===== src/hw/mbt_pkg.sv =====
// Package of constants, types and test phase tables for the memory self-test and debug channel block.
//
// How it works
// Each debug word has a flag set by a write and cleared by a read.
// Both debug words stay readable and writable while the device is protected.
// While protected the reset extension bit is locked and the CPU is held in reset.
// The host leaves the debug words alone while a self-test runs.
// A start from outside while protected is refused and sets the protection error.
// Phase one writes zero to every byte of the range.
// Phase two, bits descending: read zero, write one.
// Phase three, bits ascending: read one, write zero, read zero, write one.
// Phase four, bits ascending: read one, write zero.
// Phase five, bits ascending: read zero, write one, read one, write zero.
// The last phase reads every byte ascending and expects zero.
// The host loads start address and byte count before starting.
// Writing one to the start bit runs the test over the loaded range.
// Writing one to the software reset bit aborts a running test.
// When a run ends the done flag in the primary status is set.
// The host should test a whole physical memory block in one run.
// Any read mismatch sets a failure flag; the run still completes.
// Identification registers are read-only and ignore writes.
`default_nettype none

package mbt_pkg;

  localparam int unsigned ADDR_W = 13;
  localparam int unsigned MEM_W  = 8;

  localparam logic [12:0] OFF_CTRL    = 13'h000;
  localparam logic [12:0] OFF_ST_PRI  = 13'h004;
  localparam logic [12:0] OFF_ST_SEC  = 13'h008;
  localparam logic [12:0] OFF_ADDR    = 13'h00c;
  localparam logic [12:0] OFF_LEN     = 13'h010;
  localparam logic [12:0] OFF_DCC_A   = 13'h014;
  localparam logic [12:0] OFF_DCC_B   = 13'h018;
  localparam logic [12:0] OFF_INT_ST  = 13'h01c;
  localparam logic [12:0] OFF_INT_CLR = 13'h020;
  localparam logic [12:0] OFF_INT_EN  = 13'h024;
  localparam logic [12:0] OFF_MEMORY_TYPE_INFO = 13'h1fcc;
  localparam logic [12:0] OFF_PERIPHERAL_IDENT_WORD4    = 13'h1fd0;
  localparam logic [12:0] OFF_PERIPHERAL_IDENT_WORD0    = 13'h1fe0;
  localparam logic [12:0] OFF_PERIPHERAL_IDENT_WORD1    = 13'h1fe4;
  localparam logic [12:0] OFF_PERIPHERAL_IDENT_WORD2    = 13'h1fe8;
  localparam logic [12:0] OFF_PERIPHERAL_IDENT_WORD3    = 13'h1fec;
  localparam logic [12:0] OFF_COMPONENT_IDENT_WORD0    = 13'h1ff0;
  localparam logic [12:0] OFF_COMPONENT_IDENT_WORD1    = 13'h1ff4;
  localparam logic [12:0] OFF_COMPONENT_IDENT_WORD2    = 13'h1ff8;
  localparam logic [12:0] OFF_COMPONENT_IDENT_WORD3    = 13'h1ffc;

  // Identification contents; every value below is arbitrary.
  localparam logic [31:0] ID_MEMORY_TYPE_INFO = 32'h0000_0001;
  localparam logic [31:0] ID_PERIPHERAL_IDENT_WORD4    = 32'h0000_0012;
  localparam logic [31:0] ID_PERIPHERAL_IDENT_WORD0    = 32'h0000_0034;
  localparam logic [31:0] ID_PERIPHERAL_IDENT_WORD1    = 32'h0000_0056;
  localparam logic [31:0] ID_PERIPHERAL_IDENT_WORD2    = 32'h0000_0078;
  localparam logic [31:0] ID_PERIPHERAL_IDENT_WORD3    = 32'h0000_009a;
  localparam logic [31:0] ID_COMPONENT_IDENT_WORD0    = 32'h0000_00bc;
  localparam logic [31:0] ID_COMPONENT_IDENT_WORD1    = 32'h0000_00de;
  localparam logic [31:0] ID_COMPONENT_IDENT_WORD2    = 32'h0000_00f1;
  localparam logic [31:0] ID_COMPONENT_IDENT_WORD3    = 32'h0000_0023;

  localparam int unsigned CTRL_SOFTWARE_RESET_BIT  = 0;
  localparam int unsigned CTRL_START  = 1;
  localparam int unsigned PRI_DONE    = 0;
  localparam int unsigned PRI_FAIL    = 1;
  localparam int unsigned PRI_PROTECTION_ERROR_FLAG    = 2;
  localparam int unsigned PRI_CPU_RESET_EXTENSION = 3;
  localparam int unsigned SEC_FLAG_A  = 0;
  localparam int unsigned SEC_FLAG_B  = 1;
  localparam int unsigned SEC_PROT    = 2;
  localparam int unsigned SEC_BUSY    = 3;
  localparam int unsigned INT_DONE    = 0;
  localparam int unsigned INT_PROTECTION_ERROR_FLAG    = 1;
  localparam int unsigned INT_FLAG_A  = 2;
  localparam int unsigned INT_FLAG_B  = 3;
  localparam int unsigned INT_W       = 4;

  localparam logic [2:0] PH_FILL = 3'd0;
  localparam logic [2:0] PH_DESC = 3'd1;
  localparam logic [2:0] PH_LAST = 3'd5;
  localparam logic [2:0] BIT_TOP = 3'd7;
  localparam logic       CRST_RESET = 1'b1;
  localparam logic [1:0] RESP_OKAY   = 2'b00;
  localparam logic [1:0] RESP_SLVERR = 2'b10;

  typedef enum logic [2:0] {
    MBT_IDLE = 3'b001,
    MBT_RUN  = 3'b010,
    MBT_CHK  = 3'b100
  } mbt_state_t;

  typedef struct packed {
    logic             req;
    logic             we;
    logic [31:0]      addr;
    logic [MEM_W-1:0] wdata;
  } mbt_mem_req_t;

  typedef struct packed {
    logic is_wr;
    logic val;
    logic last;
  } mbt_op_t;

  // One march element per phase: the op sequence applied at every bit or byte.
  function automatic mbt_op_t mbt_op(input logic [2:0] ph, input logic [1:0] idx);
    mbt_op_t o;
    o = '{is_wr: idx[0], val: 1'b0, last: 1'b0};
    case (ph)
      3'd0: o = '{is_wr: 1'b1, val: 1'b0, last: 1'b1};
      3'd1: o = '{is_wr: idx[0], val: idx[0], last: idx[0]};
      3'd2: o = '{is_wr: idx[0], val: ~(idx[0] ^ idx[1]), last: &idx};
      3'd3: o = '{is_wr: idx[0], val: ~idx[0], last: idx[0]};
      3'd4: o = '{is_wr: idx[0], val: idx[0] ^ idx[1], last: &idx};
      3'd5: o = '{is_wr: 1'b0, val: 1'b0, last: 1'b1};
      default: o = '{is_wr: 1'b0, val: 1'b0, last: 1'b1};
    endcase
    return o;
  endfunction

endpackage : mbt_pkg

`default_nettype wire


===== src/hw/mbt_top.sv =====
// Memory self-test engine, debug word registers, identification map and AXI4-Lite slave.
//
// Local design decision: the AXI4-Lite interface to the registers.
`default_nettype none

module mbt_top (
  input  wire logic                  clk,
  input  wire logic                  rst,
  input  wire logic [12:0]           s_axi_awaddr,
  input  wire logic                  s_axi_awvalid,
  output logic                       s_axi_awready,
  input  wire logic [31:0]           s_axi_wdata,
  input  wire logic [3:0]            s_axi_wstrb,
  input  wire logic                  s_axi_wvalid,
  output logic                       s_axi_wready,
  output logic [1:0]                 s_axi_bresp,
  output logic                       s_axi_bvalid,
  input  wire logic                  s_axi_bready,
  input  wire logic [12:0]           s_axi_araddr,
  input  wire logic                  s_axi_arvalid,
  output logic                       s_axi_arready,
  output logic [31:0]                s_axi_rdata,
  output logic [1:0]                 s_axi_rresp,
  output logic                       s_axi_rvalid,
  input  wire logic                  s_axi_rready,
  input  wire logic                  dev_protected,
  input  wire logic                  ext_access,
  output logic                       cpu_hold_reset,
  output logic                       irq,
  output mbt_pkg::mbt_mem_req_t      mem_o,
  input  wire logic [7:0]            mem_rdata
);

  logic                  prot_m_q, prot_q, ext_m_q, ext_q;
  logic                  aw_hold_q, w_hold_q, bvalid_q, rvalid_q;
  logic [12:0]           awaddr_q;
  logic [31:0]           wdata_q, rdata_q;
  logic [3:0]            wstrb_q;
  logic [1:0]            bresp_q, rresp_q;
  logic [31:0]           addr_q, len_q, dcc_a_q, dcc_b_q, off_q;
  logic                  flag_a_q, flag_b_q, done_q, fail_q, protection_error_flag_q, crst_q, end_q;
  logic [mbt_pkg::INT_W-1:0] int_st_q, int_en_q;
  mbt_pkg::mbt_state_t   state_q;
  logic [2:0]            phase_q, bit_q;
  logic [1:0]            op_q;
  logic [7:0]            work_q, exp_q;
  logic [31:0]           fail_addr_q;

  // Pins from outside the clock domain pass two flip-flops before use.
  always_ff @(posedge clk) begin
    if (rst) begin
      prot_m_q <= 1'b0;
      prot_q   <= 1'b0;
      ext_m_q  <= 1'b0;
      ext_q    <= 1'b0;
    end else begin
      prot_m_q <= dev_protected;
      prot_q   <= prot_m_q;
      ext_m_q  <= ext_access;
      ext_q    <= ext_m_q;
    end
  end

  // Write channel: address and data are taken in either order, then applied together.
  wire         aw_fire = s_axi_awvalid & s_axi_awready;
  wire         w_fire  = s_axi_wvalid & s_axi_wready;
  wire         do_wr   = aw_hold_q & w_hold_q & ~bvalid_q;
  wire [31:0]  wmask   = {{8{wstrb_q[3]}}, {8{wstrb_q[2]}}, {8{wstrb_q[1]}}, {8{wstrb_q[0]}}};
  wire         wlow    = do_wr & wstrb_q[0];
  wire         wr_ctrl = wlow & (awaddr_q == mbt_pkg::OFF_CTRL);
  wire         wr_pri  = wlow & (awaddr_q == mbt_pkg::OFF_ST_PRI);
  wire         wr_addr = do_wr & (awaddr_q == mbt_pkg::OFF_ADDR);
  wire         wr_len  = do_wr & (awaddr_q == mbt_pkg::OFF_LEN);
  wire         wr_dcca = do_wr & (awaddr_q == mbt_pkg::OFF_DCC_A);
  wire         wr_dccb = do_wr & (awaddr_q == mbt_pkg::OFF_DCC_B);
  wire         wr_iclr = wlow & (awaddr_q == mbt_pkg::OFF_INT_CLR);
  wire         wr_ien  = wlow & (awaddr_q == mbt_pkg::OFF_INT_EN);
  wire         wr_id   = awaddr_q >= mbt_pkg::OFF_MEMORY_TYPE_INFO;
  wire         wr_map  = (awaddr_q <= mbt_pkg::OFF_INT_EN) & (awaddr_q[1:0] == 2'b00);
  wire         software_reset_bit   = wr_ctrl & wdata_q[mbt_pkg::CTRL_SOFTWARE_RESET_BIT];
  wire         start   = wr_ctrl & wdata_q[mbt_pkg::CTRL_START] & ~software_reset_bit;
  wire         refuse  = start & prot_q & ext_q;

  assign s_axi_awready = ~aw_hold_q & ~bvalid_q;
  assign s_axi_wready  = ~w_hold_q & ~bvalid_q;
  assign s_axi_bvalid  = bvalid_q;
  assign s_axi_bresp   = bresp_q;

  always_ff @(posedge clk) begin
    if (rst) begin
      aw_hold_q <= 1'b0;
      w_hold_q  <= 1'b0;
      bvalid_q  <= 1'b0;
      bresp_q   <= mbt_pkg::RESP_OKAY;
      awaddr_q  <= 13'h0000;
      wdata_q   <= 32'h0000_0000;
      wstrb_q   <= 4'h0;
    end else begin
      if (aw_fire) begin
        aw_hold_q <= 1'b1;
        awaddr_q  <= s_axi_awaddr;
      end
      if (w_fire) begin
        w_hold_q <= 1'b1;
        wdata_q  <= s_axi_wdata;
        wstrb_q  <= s_axi_wstrb;
      end
      if (do_wr) begin
        aw_hold_q <= 1'b0;
        w_hold_q  <= 1'b0;
        bvalid_q  <= 1'b1;
        // Writes to identification words are ignored but answered OKAY.
        bresp_q   <= (wr_map | wr_id) ? mbt_pkg::RESP_OKAY : mbt_pkg::RESP_SLVERR;
      end else if (bvalid_q & s_axi_bready) begin
        bvalid_q <= 1'b0;
      end
    end
  end

  // Read channel with one-cycle answer.
  wire         ar_fire = s_axi_arvalid & s_axi_arready;
  wire         rd_dcca = ar_fire & (s_axi_araddr == mbt_pkg::OFF_DCC_A);
  wire         rd_dccb = ar_fire & (s_axi_araddr == mbt_pkg::OFF_DCC_B);
  wire         busy    = state_q != mbt_pkg::MBT_IDLE;
  logic [31:0] rd_c;
  logic        rd_err_c;

  always_comb begin
    rd_c     = 32'h0000_0000;
    rd_err_c = 1'b0;
    case (s_axi_araddr)
      mbt_pkg::OFF_CTRL:    rd_c = 32'h0000_0000;
      mbt_pkg::OFF_ST_PRI:  rd_c = {28'h0000000, crst_q, protection_error_flag_q, fail_q, done_q};
      mbt_pkg::OFF_ST_SEC:  rd_c = {28'h0000000, busy, prot_q, flag_b_q, flag_a_q};
      mbt_pkg::OFF_ADDR:    rd_c = addr_q;
      mbt_pkg::OFF_LEN:     rd_c = len_q;
      mbt_pkg::OFF_DCC_A:   rd_c = dcc_a_q;
      mbt_pkg::OFF_DCC_B:   rd_c = dcc_b_q;
      mbt_pkg::OFF_INT_ST:  rd_c = {28'h0000000, int_st_q};
      mbt_pkg::OFF_INT_EN:  rd_c = {28'h0000000, int_en_q};
      mbt_pkg::OFF_MEMORY_TYPE_INFO: rd_c = mbt_pkg::ID_MEMORY_TYPE_INFO;
      mbt_pkg::OFF_PERIPHERAL_IDENT_WORD4:    rd_c = mbt_pkg::ID_PERIPHERAL_IDENT_WORD4;
      mbt_pkg::OFF_PERIPHERAL_IDENT_WORD0:    rd_c = mbt_pkg::ID_PERIPHERAL_IDENT_WORD0;
      mbt_pkg::OFF_PERIPHERAL_IDENT_WORD1:    rd_c = mbt_pkg::ID_PERIPHERAL_IDENT_WORD1;
      mbt_pkg::OFF_PERIPHERAL_IDENT_WORD2:    rd_c = mbt_pkg::ID_PERIPHERAL_IDENT_WORD2;
      mbt_pkg::OFF_PERIPHERAL_IDENT_WORD3:    rd_c = mbt_pkg::ID_PERIPHERAL_IDENT_WORD3;
      mbt_pkg::OFF_COMPONENT_IDENT_WORD0:    rd_c = mbt_pkg::ID_COMPONENT_IDENT_WORD0;
      mbt_pkg::OFF_COMPONENT_IDENT_WORD1:    rd_c = mbt_pkg::ID_COMPONENT_IDENT_WORD1;
      mbt_pkg::OFF_COMPONENT_IDENT_WORD2:    rd_c = mbt_pkg::ID_COMPONENT_IDENT_WORD2;
      mbt_pkg::OFF_COMPONENT_IDENT_WORD3:    rd_c = mbt_pkg::ID_COMPONENT_IDENT_WORD3;
      mbt_pkg::OFF_INT_CLR: rd_c = 32'h0000_0000;
      default:              rd_err_c = 1'b1;
    endcase
  end

  assign s_axi_arready = ~rvalid_q;
  assign s_axi_rvalid  = rvalid_q;
  assign s_axi_rdata   = rdata_q;
  assign s_axi_rresp   = rresp_q;

  always_ff @(posedge clk) begin
    if (rst) begin
      rvalid_q <= 1'b0;
      rdata_q  <= 32'h0000_0000;
      rresp_q  <= mbt_pkg::RESP_OKAY;
    end else if (ar_fire) begin
      rvalid_q <= 1'b1;
      rdata_q  <= rd_c;
      rresp_q  <= rd_err_c ? mbt_pkg::RESP_SLVERR : mbt_pkg::RESP_OKAY;
    end else if (s_axi_rready) begin
      rvalid_q <= 1'b0;
    end
  end

  // Engine decode: march op, bit index, address and data for the current step.
  mbt_pkg::mbt_op_t op_c;
  assign op_c = mbt_pkg::mbt_op(phase_q, op_q);
  wire         bitwise  = (phase_q != mbt_pkg::PH_FILL) & (phase_q != mbt_pkg::PH_LAST);
  wire         desc     = phase_q == mbt_pkg::PH_DESC;
  wire [2:0]   bidx     = desc ? (mbt_pkg::BIT_TOP - bit_q) : bit_q;
  wire [7:0]   bmask    = 8'h01 << bidx;
  wire [31:0]  lenm1    = len_q - 32'h0000_0001;
  wire [31:0]  moff     = desc ? (lenm1 - off_q) : off_q;
  wire         last_bit = ~bitwise | (bit_q == mbt_pkg::BIT_TOP);
  wire         last_off = off_q == lenm1;
  wire         last_ph  = phase_q == mbt_pkg::PH_LAST;
  wire         all_last = op_c.last & last_bit & last_off & last_ph;
  wire         new_byte = (bit_q == 3'd0) & (op_q == 2'd0);
  wire [7:0]   cur_work = new_byte ? {8{op_c.val}} : work_q;
  wire [7:0]   bit_wr   = op_c.val ? (cur_work | bmask) : (cur_work & ~bmask);
  wire [7:0]   step_dat = bitwise ? bit_wr : {8{op_c.val}};
  wire         running  = state_q == mbt_pkg::MBT_RUN;
  wire         mismatch = (state_q == mbt_pkg::MBT_CHK) & (mem_rdata != exp_q);
  wire         finish   = ~software_reset_bit & ((running & op_c.is_wr & all_last) |
                                    ((state_q == mbt_pkg::MBT_CHK) & end_q));
  wire         launch   = start & ~refuse & ~busy;

  assign mem_o.req   = running & ~software_reset_bit;
  assign mem_o.we    = op_c.is_wr;
  assign mem_o.addr  = addr_q + moff;
  assign mem_o.wdata = bitwise ? bit_wr : {8{op_c.val}};

  always_ff @(posedge clk) begin
    if (rst) begin
      state_q <= mbt_pkg::MBT_IDLE;
      phase_q <= 3'd0;
      op_q    <= 2'd0;
      bit_q   <= 3'd0;
      off_q   <= 32'h0000_0000;
      work_q  <= 8'h00;
      exp_q   <= 8'h00;
      end_q   <= 1'b0;
    end else if (software_reset_bit) begin
      state_q <= mbt_pkg::MBT_IDLE;
    end else if (launch) begin
      // A zero length has nothing to test and ends at once.
      state_q <= (len_q == 32'h0000_0000) ? mbt_pkg::MBT_IDLE : mbt_pkg::MBT_RUN;
      phase_q <= 3'd0;
      op_q    <= 2'd0;
      bit_q   <= 3'd0;
      off_q   <= 32'h0000_0000;
      end_q   <= 1'b0;
    end else if (running) begin
      work_q  <= step_dat;
      exp_q   <= cur_work;
      end_q   <= all_last;
      state_q <= op_c.is_wr ? (all_last ? mbt_pkg::MBT_IDLE : mbt_pkg::MBT_RUN) : mbt_pkg::MBT_CHK;
      op_q    <= op_c.last ? 2'd0 : op_q + 2'd1;
      if (op_c.last) begin
        bit_q <= last_bit ? 3'd0 : bit_q + 3'd1;
        if (last_bit) begin
          off_q <= last_off ? 32'h0000_0000 : off_q + 32'h0000_0001;
          if (last_off) begin
            phase_q <= phase_q + 3'd1;
          end
        end
      end
    end else if (state_q == mbt_pkg::MBT_CHK) begin
      state_q <= end_q ? mbt_pkg::MBT_IDLE : mbt_pkg::MBT_RUN;
    end
  end

  // Read address of the byte under check, kept for failure capture.
  always_ff @(posedge clk) begin
    if (rst) begin
      fail_addr_q <= 32'h0000_0000;
    end else if (running) begin
      fail_addr_q <= mem_o.addr;
    end
  end

  // Status, debug words and interrupts. Hardware sets win over clears in the same cycle.
  wire [mbt_pkg::INT_W-1:0] ev = {wr_dccb, wr_dcca, refuse, finish | (launch & (len_q == 32'h0000_0000))};

  always_ff @(posedge clk) begin
    if (rst) begin
      addr_q   <= 32'h0000_0000;
      len_q    <= 32'h0000_0000;
      dcc_a_q  <= 32'h0000_0000;
      dcc_b_q  <= 32'h0000_0000;
      flag_a_q <= 1'b0;
      flag_b_q <= 1'b0;
      done_q   <= 1'b0;
      fail_q   <= 1'b0;
      protection_error_flag_q   <= 1'b0;
      crst_q   <= mbt_pkg::CRST_RESET;
      int_st_q <= '0;
      int_en_q <= '0;
    end else begin
      if (wr_addr) addr_q <= (addr_q & ~wmask) | (wdata_q & wmask);
      if (wr_len) len_q <= (len_q & ~wmask) | (wdata_q & wmask);
      // The debug words stay open in the protected state.
      if (wr_dcca) dcc_a_q <= (dcc_a_q & ~wmask) | (wdata_q & wmask);
      else if (mismatch & ~fail_q) dcc_a_q <= fail_addr_q;
      if (wr_dccb) dcc_b_q <= (dcc_b_q & ~wmask) | (wdata_q & wmask);
      else if (mismatch & ~fail_q) dcc_b_q <= {16'h0000, exp_q, mem_rdata};
      flag_a_q <= wr_dcca | (flag_a_q & ~rd_dcca);
      flag_b_q <= wr_dccb | (flag_b_q & ~rd_dccb);
      done_q   <= ev[mbt_pkg::INT_DONE] | (done_q & ~launch & ~(wr_pri & wdata_q[mbt_pkg::PRI_DONE]));
      fail_q   <= mismatch | (fail_q & ~launch & ~(wr_pri & wdata_q[mbt_pkg::PRI_FAIL]));
      protection_error_flag_q   <= refuse | (protection_error_flag_q & ~(wr_pri & wdata_q[mbt_pkg::PRI_PROTECTION_ERROR_FLAG]));
      // Protection locks the extension so no debugger attaches to a running CPU.
      if (wr_pri & wdata_q[mbt_pkg::PRI_CPU_RESET_EXTENSION] & ~prot_q) crst_q <= 1'b0;
      if (wr_ien) int_en_q <= wdata_q[mbt_pkg::INT_W-1:0];
      int_st_q <= ev | (int_st_q & ~(wr_iclr ? wdata_q[mbt_pkg::INT_W-1:0] : '0));
    end
  end

  assign cpu_hold_reset = crst_q | prot_q;
  assign irq            = |(int_st_q & int_en_q);
endmodule // mbt_top

`default_nettype wire


===== config.mk =====
export PLATFORM = sky130hd
export DESIGN_NAME = mbt_top
export DESIGN_NICKNAME = d
export VERILOG_FILES = /design/src/hw/mbt_pkg.sv /design/src/hw/mbt_top.sv
export SDC_FILE = /design/constraint.sdc
export NUM_CORES = 1
export LEC_CHECK = 0
export ABC_CLOCK_PERIOD_IN_PS = 16200
export BUFFER_PORTS_ARGS = -buffer_cell sky130_fd_sc_hd__buf_2
export CORE_UTILIZATION = 35
export CTS_BUF_LIST = sky130_fd_sc_hd__clkbuf_8
export DETAILED_ROUTE_END_ITERATION = 10
export HOLD_SLACK_MARGIN = 0.06
export PLACE_DENSITY = 0.63
export REMOVE_ABC_BUFFERS = 1
export SLEW_MARGIN = 10
export SYNTH_ARGS = -nofsm -noshare
export SYNTH_HDL_FRONTEND = slang
export SYNTH_SLANG_ARGS = --single-unit

===== constraint.sdc =====
create_clock -name clk -period 16.2 [get_ports clk]
set_clock_uncertainty 0.05 [all_clocks]
set_input_delay 0.81 -clock clk [delete_from_list [all_inputs] [get_ports clk]]
set_output_delay 0.81 -clock clk [all_outputs]
set_load 0.01 [all_outputs]

==> results of run 1 <==
==> layout make-up <==
cell class	count	share of cell area
sequential	325	0.320
antenna	2	0.000246
inverter	69	0.0127
tap	672	0.0414
timing repair buffer	180	0.0472
clock buffer	68	0.0460
multi-input combinational	1808	0.526
clock inverter	25	0.00640
==> cells by family (layout without fill, tap and decap cells) <==
| logic type | Yosys count | count (layout) | share of synthesized area |
|---|---|---|---|
| AO/OA/AOI/OAI | 602 | 602 | 0.208 |
| XOR/XNOR | 116 | 116 | 0.0565 |
| AND/OR/NAND/NOR | 964 | 964 | 0.246 |
| flip-flops | 325 | 325 | 0.362 |
| multiplexers | 46 | 46 | 0.0262 |
| buffers and inverters | 211 | 342 | 0.0457 |
| other | 1 | 4 | 0.000209 |
| adder cells (fa/ha/maj) | 78 | 78 | 0.0551 |
==> synth_stat cells (all sizes together) (13+ instances only) <==
library cell / count / area share
nor2: 250 / 0.052
a21oi: 231 / 0.065
dfxtp: 325 / 0.36
a211oi: 19 / 0.0079
ha: 76 / 0.053
nand2: 341 / 0.071
xor2: 34 / 0.017
buf: 22 / 0.0062
inv: 69 / 0.014
nand3b: 15 / 0.0063
nand4: 13 / 0.0049
nor4: 16 / 0.0079
a22oi: 55 / 0.023
mux2i: 37 / 0.021
o21ai: 93 / 0.026
xnor2: 82 / 0.040
nor2b: 14 / 0.0049
and2: 14 / 0.0049
or3: 16 / 0.0056
nor3: 104 / 0.029
clkbuf: 120 / 0.025
a21o: 32 / 0.013
o22ai: 51 / 0.018
and3: 15 / 0.0052
nand3: 114 / 0.032
==> how the worst max path moves through the flow <==
stage	startpoint	slack, ps	cells after the start	end
floorplan	flop	9620	22	mem_o[36]
global placement	flop	8670	23	mem_o[38]
detailed placement	flop	8580	25	mem_o[37]
CTS	flop	7800	25	mem_o[37]
global route	flop	7270	25	mem_o[37]
finish	flop	7640	25	mem_o[37]
==> where the power goes <==
group          switching, W  leakage [nW]  internal, W
registers         0.0000235          2.63     0.000815
clock network      0.000344         0.618     0.000389
logic             0.0000595          4.57    0.0000309
==> layout by cell type (no fill, tap or decap), types with 7 or more instances in the layout <==
cell      Yosys  layout
a211o_1       8       8
a211oi_1     19      19
a21o_1       32      32
a21oi_1     230     230
a221oi_1      7       7
a22oi_1      55      55
a311oi_1      9       9
a31oi_1      11      11
and2_1       13      13
and3_1       15      15
buf_2         5     160
buf_4         6      19
clkbuf_8      0      68
dfxtp_1     325     325
ha_1         76      76
inv_1        69      89
mux2_2        9       9
mux2i_1      37      37
nand2_1     341     340
nand2b_1     11      11
nand3_1     114     114
nand3b_1     15      15
nand4_1      12      12
nor2_1      250     249
nor2b_1      14      13
nor3_1      102      98
nor4_1       12      12
o211ai_1      8       8
o21a_1       10      10
o21ai_0      92      92
o21bai_1     10      10
o22ai_1      51      51
o31ai_1      11      11
or3_1        16      16
or4_1        12      12
xnor2_1      82      82
xor2_1       34      34
==> metal layers <==
| layer | up-vias | global-route usage | share of wire |
|---|---|---|---|
| met3 | 124 | 0.0429 | 0.076 |
| met2 | 718 | 0.355 | 0.44 |
| li1 | 8494 | - | - |
| met1 | 8493 | 0.310 | 0.45 |
| met5 | - | 0 | 0.00026 |
| met4 | 4 | 0.0812 | 0.030 |
==> through the flow <==
| step | setup slack, ps | std cells | util |
|---|---|---|---|
| 3_3_place_gp | 8670 | 3054 | 0.382 |
| 2_1_floorplan | 9620 | 2202 | - |
| 3_5_place_dp | 8580 | 3054 | 0.382 |
| 6_report | 7640 | 3149 | 0.404 |
| 5_1_grt | 7270 | 3148 | 0.403 |
| 4_1_cts | 7800 | 3147 | 0.403 |
==> critical path: stages, from the launching register on <==
cell and delay [ps]:
dfxtp_1 360, or4_1 670, or4_1 500, nor3_1 200, xor2_1 180, ha_1 320
nand2_1 100, nor2_1 40, o41ai_1 890, a21oi_1 220, o31ai_1 380, a21boi_0 170
o21ai_0 230, nand3_1 120, a31o_2 260, ha_1 360, and4_1 280, and3b_1 180
a211o_1 280, o21ai_0 190, a21oi_1 150, o21ai_0 220, nand2_1 90, a21oi_1 230
xnor2_1 220, buf_2 200
==> results_dict.tcl, run 1 <==
set metrics [dict create \
    rows 82 \
    r2r-end "fail_addr_q[31]$_SDFFE_PP0N_" \
    core_area_um2 50400 \
    nFillCells 5102 \
    postCtsHoldBufs 0 \
    min_to "s_axi_rvalid$_SDFFE_PP0P_" \
    grt_remaining_overflow 0 \
    path_class "flop to primary output" \
    avgRoutedWirePerCell_um 19.6 \
    tightest_slew_ps 1100 \
    synth-edff-count 0 \
    dpl.hpwl_mm 44.4 \
    synthToLayoutAreaGrowth_pct 13.0 \
    cts_setup_buffers 0 \
    max_freq_mhz 117 \
    rsz0062_at_grt "false" \
    holdPathStages 2 \
    drt_iter0_drc 1688 \
    port-buffer-count 161 \
    grt_max_degree 122 \
    clk_pin_slew_worst_paths_ps 60 \
    synthArstFlopShare 0 \
    h-tree-depth 2 \
    ys.flop_type "dfxtp_1" \
    reg2reg_setup_slack_ps 9000 \
    power_density_nw_per_um2 81.8 \
    relSlewSlack 0.269 \
    holdWs_ps 286 \
    p_total_w 0.00166 \
    die_w_um 229 \
    floorplan.initialDensity 0.357 \
    ant_nets 0 \
    design.die.area_um2 52300 \
    crit_arrival_ps 7700 \
    drt-total-wl_mm 61.6 \
    grt_use_total 0.227 \
    nets 2594 \
    yosysSeqAreaShare 0.362 \
    placed_cell_area_um2 19300 \
    vdd_drop_max_mv 0.0560 \
    antenna_found_initial 3 \
    grt_pass1_wl_mm 94.6 \
    p_leak_nw 7.82 \
    ios 164 \
    tns_ps 0 \
    die_y_um 229 \
    end_kind "primary output" \
    syn_avg_cell_area_um2 7.68 \
    synth_seq_cells 325 \
    viasPerCell 5.66 \
    synthCells 2343 \
    cp.required_ps 15340 \
    numCtsBuffers 53 \
    drcViolationCount 0 \
    grt_pass1_vias 16600 \
    cts-root-buf "clkbuf_8" \
    synth_area_um2 18000 \
    ys_warn_count 0 \
    outcome "completed" \
    tritoncts "done" \
    synth_cell_types 77 \
    seqCellArea_um2 6510 \
    period_share 0.528 \
    cp_max_fo 7 \
    setup_viol 0 \
    ff2ff_path_depth 24 \
    drive_gt1_frac 0.117 \
    post_cts_resized 0 \
    dr.pass1.iters 6 \
    drv_cap 0 \
    multi_input_area_um2 10700 \
    clock_sinks 325 \
    cts_max_path_buffers 3 \
    insertion_delay_ps 650 \
    gp_congestion 0.948 \
    cp-start-kind "flop" \
    slew_violations 0 \
    hold_viol_final 0 \
    post-route-min-period_ps 8560 \
    hold_path_class "primary input to flop" \
    hold_start "s_axi_rready" \
    design_area_um2 20300 \
    num_vias 17800 \
]
No activity file was read; power rests on OpenSTA's default activity.
==> run 2, diff against run 1 <==
ABC_CLOCK_PERIOD_IN_PS = 8850   (was 16200)
clock period = 8.85 ns   (was 16.2 ns; I/O delays follow)
==> run 2 against run 1 <==
Compared with the run above:
- utilization is 1.3 points higher
- combinational power up 110%
- total power is 91% higher
- first-iteration DRC count is 13% lower
- highest routed layer is now met4
- final cell count increased by 1.7%
- sequential power is 84% higher
- die area did not move
- register-to-register slack worse by 7100 ps
- via count grew 1.6%
==> results_dict.tcl, run 2 (synthesis gave the netlist of run 1 again) <==
set metrics [dict create \
    outcome "completed" \
    synthToLayoutAreaGrowth_pct 16.6 \
    routed-wl-met2_mm 27.8 \
    power.switching_w 0.000804 \
    seqCellArea_um2 6510 \
    tritoncts "done" \
    postCtsHoldBufs 54 \
    insertion_delay_ps 670 \
    final_cell_mix "nand2_1 (340), dfxtp_1 (325), nor2_1 (249), a21oi_1 (230), buf_2 (160)" \
    num_vias 18100 \
    tightest_slew_ps 1080 \
    path_class "flop to primary output" \
    drt-total-wl_mm 62.4 \
    drv_cap 0 \
    max_freq_mhz 125 \
    period_share 0.902 \
    power_density_nw_per_um2 151 \
    end_kind "primary output" \
    hold_start "s_axi_araddr[0]" \
    ios 164 \
    crit_arrival_ps 7490 \
    rows 82 \
    switching_share 0.254 \
    tns_ps 0 \
    vdd_drop_max_mv 0.123 \
    hold_viol_final 0 \
    drive_gt1_frac 0.118 \
    slowest_delay_ps 770 \
    die_y_um 229 \
    rsz0062_at_grt "false" \
    cp-start-kind "flop" \
    ff2ff_path_depth 24 \
    design.die.area_um2 52300 \
    grt_pass1_vias 17300 \
    die_w_um 229 \
    mostFrequentLayoutCell "nand2_1" \
    slowest_stage "o41ai_1" \
    nets 2648 \
    wl_met1_mm 27.7 \
    cp_max_fo 7 \
    p_seq_frac 0.485 \
    cts_setup_buffers 0 \
    antenna_found_initial 1 \
    p_total_w 0.00317 \
    wl_met3_mm 4.92 \
    combPwrFrac 0.059 \
    nFillCells 5036 \
    holdPathStages 4 \
    grt_remaining_overflow 0 \
    avgRoutedWirePerCell_um 19.5 \
    p_leak_nw 8.08 \
    setup_viol 0 \
    clock_sinks 325 \
    gp_congestion 0.917 \
    top_layer "met4" \
    grt_pass1_wl_mm 97.2 \
    dr.pass1.iters 6 \
    post_cts_resized 0 \
    multi_input_area_um2 10700 \
    port-buffer-count 161 \
    h-tree-depth 2 \
    dpl.hpwl_mm 44.3 \
    ant_nets 0 \
    reg2reg_setup_slack_ps 1940 \
    grt_use_total 0.232 \
    r2r-end "fail_addr_q[31]$_SDFFE_PP0N_" \
    slew_violations 0 \
    drcViolationCount 0 \
    core_area_um2 50400 \
    min_to "s_axi_rdata[6]$_SDFFE_PP0P_" \
    drt_iter0_drc 1474 \
    hold_path_class "primary input to flop" \
    pwr-share-clk 0.456 \
    viasPerCell 5.66 \
    grt_max_degree 179 \
    clk_pin_slew_worst_paths_ps 60 \
    cp.required_ps 8360 \
    post-route-min-period_ps 7990 \
    numCtsBuffers 54 \
    cts-root-buf "clkbuf_8" \
    final_util 0.416 \
    relSlewSlack 0.263 \
    floorplan.initialDensity 0.357 \
    cts_max_path_buffers 3 \
    power.internal_w 0.00236 \
]
[run 2: worst max path at each step]
stage | slack, ps | depth (start not counted) | endpoint | from
floorplan | 2630 | 22 | mem_o[36] | flop
global placement | 1690 | 25 | mem_o[37] | flop
detailed placement | 1650 | 25 | mem_o[37] | flop
CTS | 870 | 25 | mem_o[37] | flop
global route | 240 | 25 | mem_o[37] | flop
finish | 860 | 25 | mem_o[37] | flop
[run 2: worst max-delay path: cells and delay by family, from the launching register on]
family / cells / cell delay, ps
buf+inv: 1 / 190
compound gates: 11 / 3030
fa+ha+maj: 2 / 680
flops: 1 / 370
simple gates: 9 / 2160
xor+xnor: 2 / 390
[run 2: final cells by class]
class | instances | share of cell area
Antenna cell | 1 | 0.000119
Tap cell | 672 | 0.0401
Clock inverter | 25 | 0.00967
Sequential cell | 325 | 0.310
Timing Repair Buffer | 233 | 0.0717
Inverter | 69 | 0.0124
Clock buffer | 70 | 0.0459
Multi-Input combinational cell | 1808 | 0.510
[run 2: metrics by stage]
stage	hold slack (ps)	std cells	setup slack (ps)	area, um^2
4_1_cts	70.3	3202	874	21000
6_report	96.0	3203	864	21000
3_3_place_gp	370	3053	1690	19300
2_1_floorplan	364	2202	2630	17400
3_5_place_dp	378	3053	1650	19300
5_1_grt	93.3	3202	240	21000
[run 2: routing by layer]
layer,up-vias,GRT usage
li1,8622,-
met1,8593,0.314
met2,784,0.370
met3,125,0.0402
met4,0,0.0803
met5,-,0
[run 2: power by group through the flow]
stage | combinational [W] | clock (W) | sequential [W]
floorplan | 0.0000735 | 0 | 0.00155
global placement | 0.000163 | 0 | 0.00156
detailed placement | 0.000166 | 0 | 0.00156
CTS | 0.000184 | 0.00147 | 0.00153
global route | 0.000205 | 0.00153 | 0.00154
finish | 0.000186 | 0.00144 | 0.00154
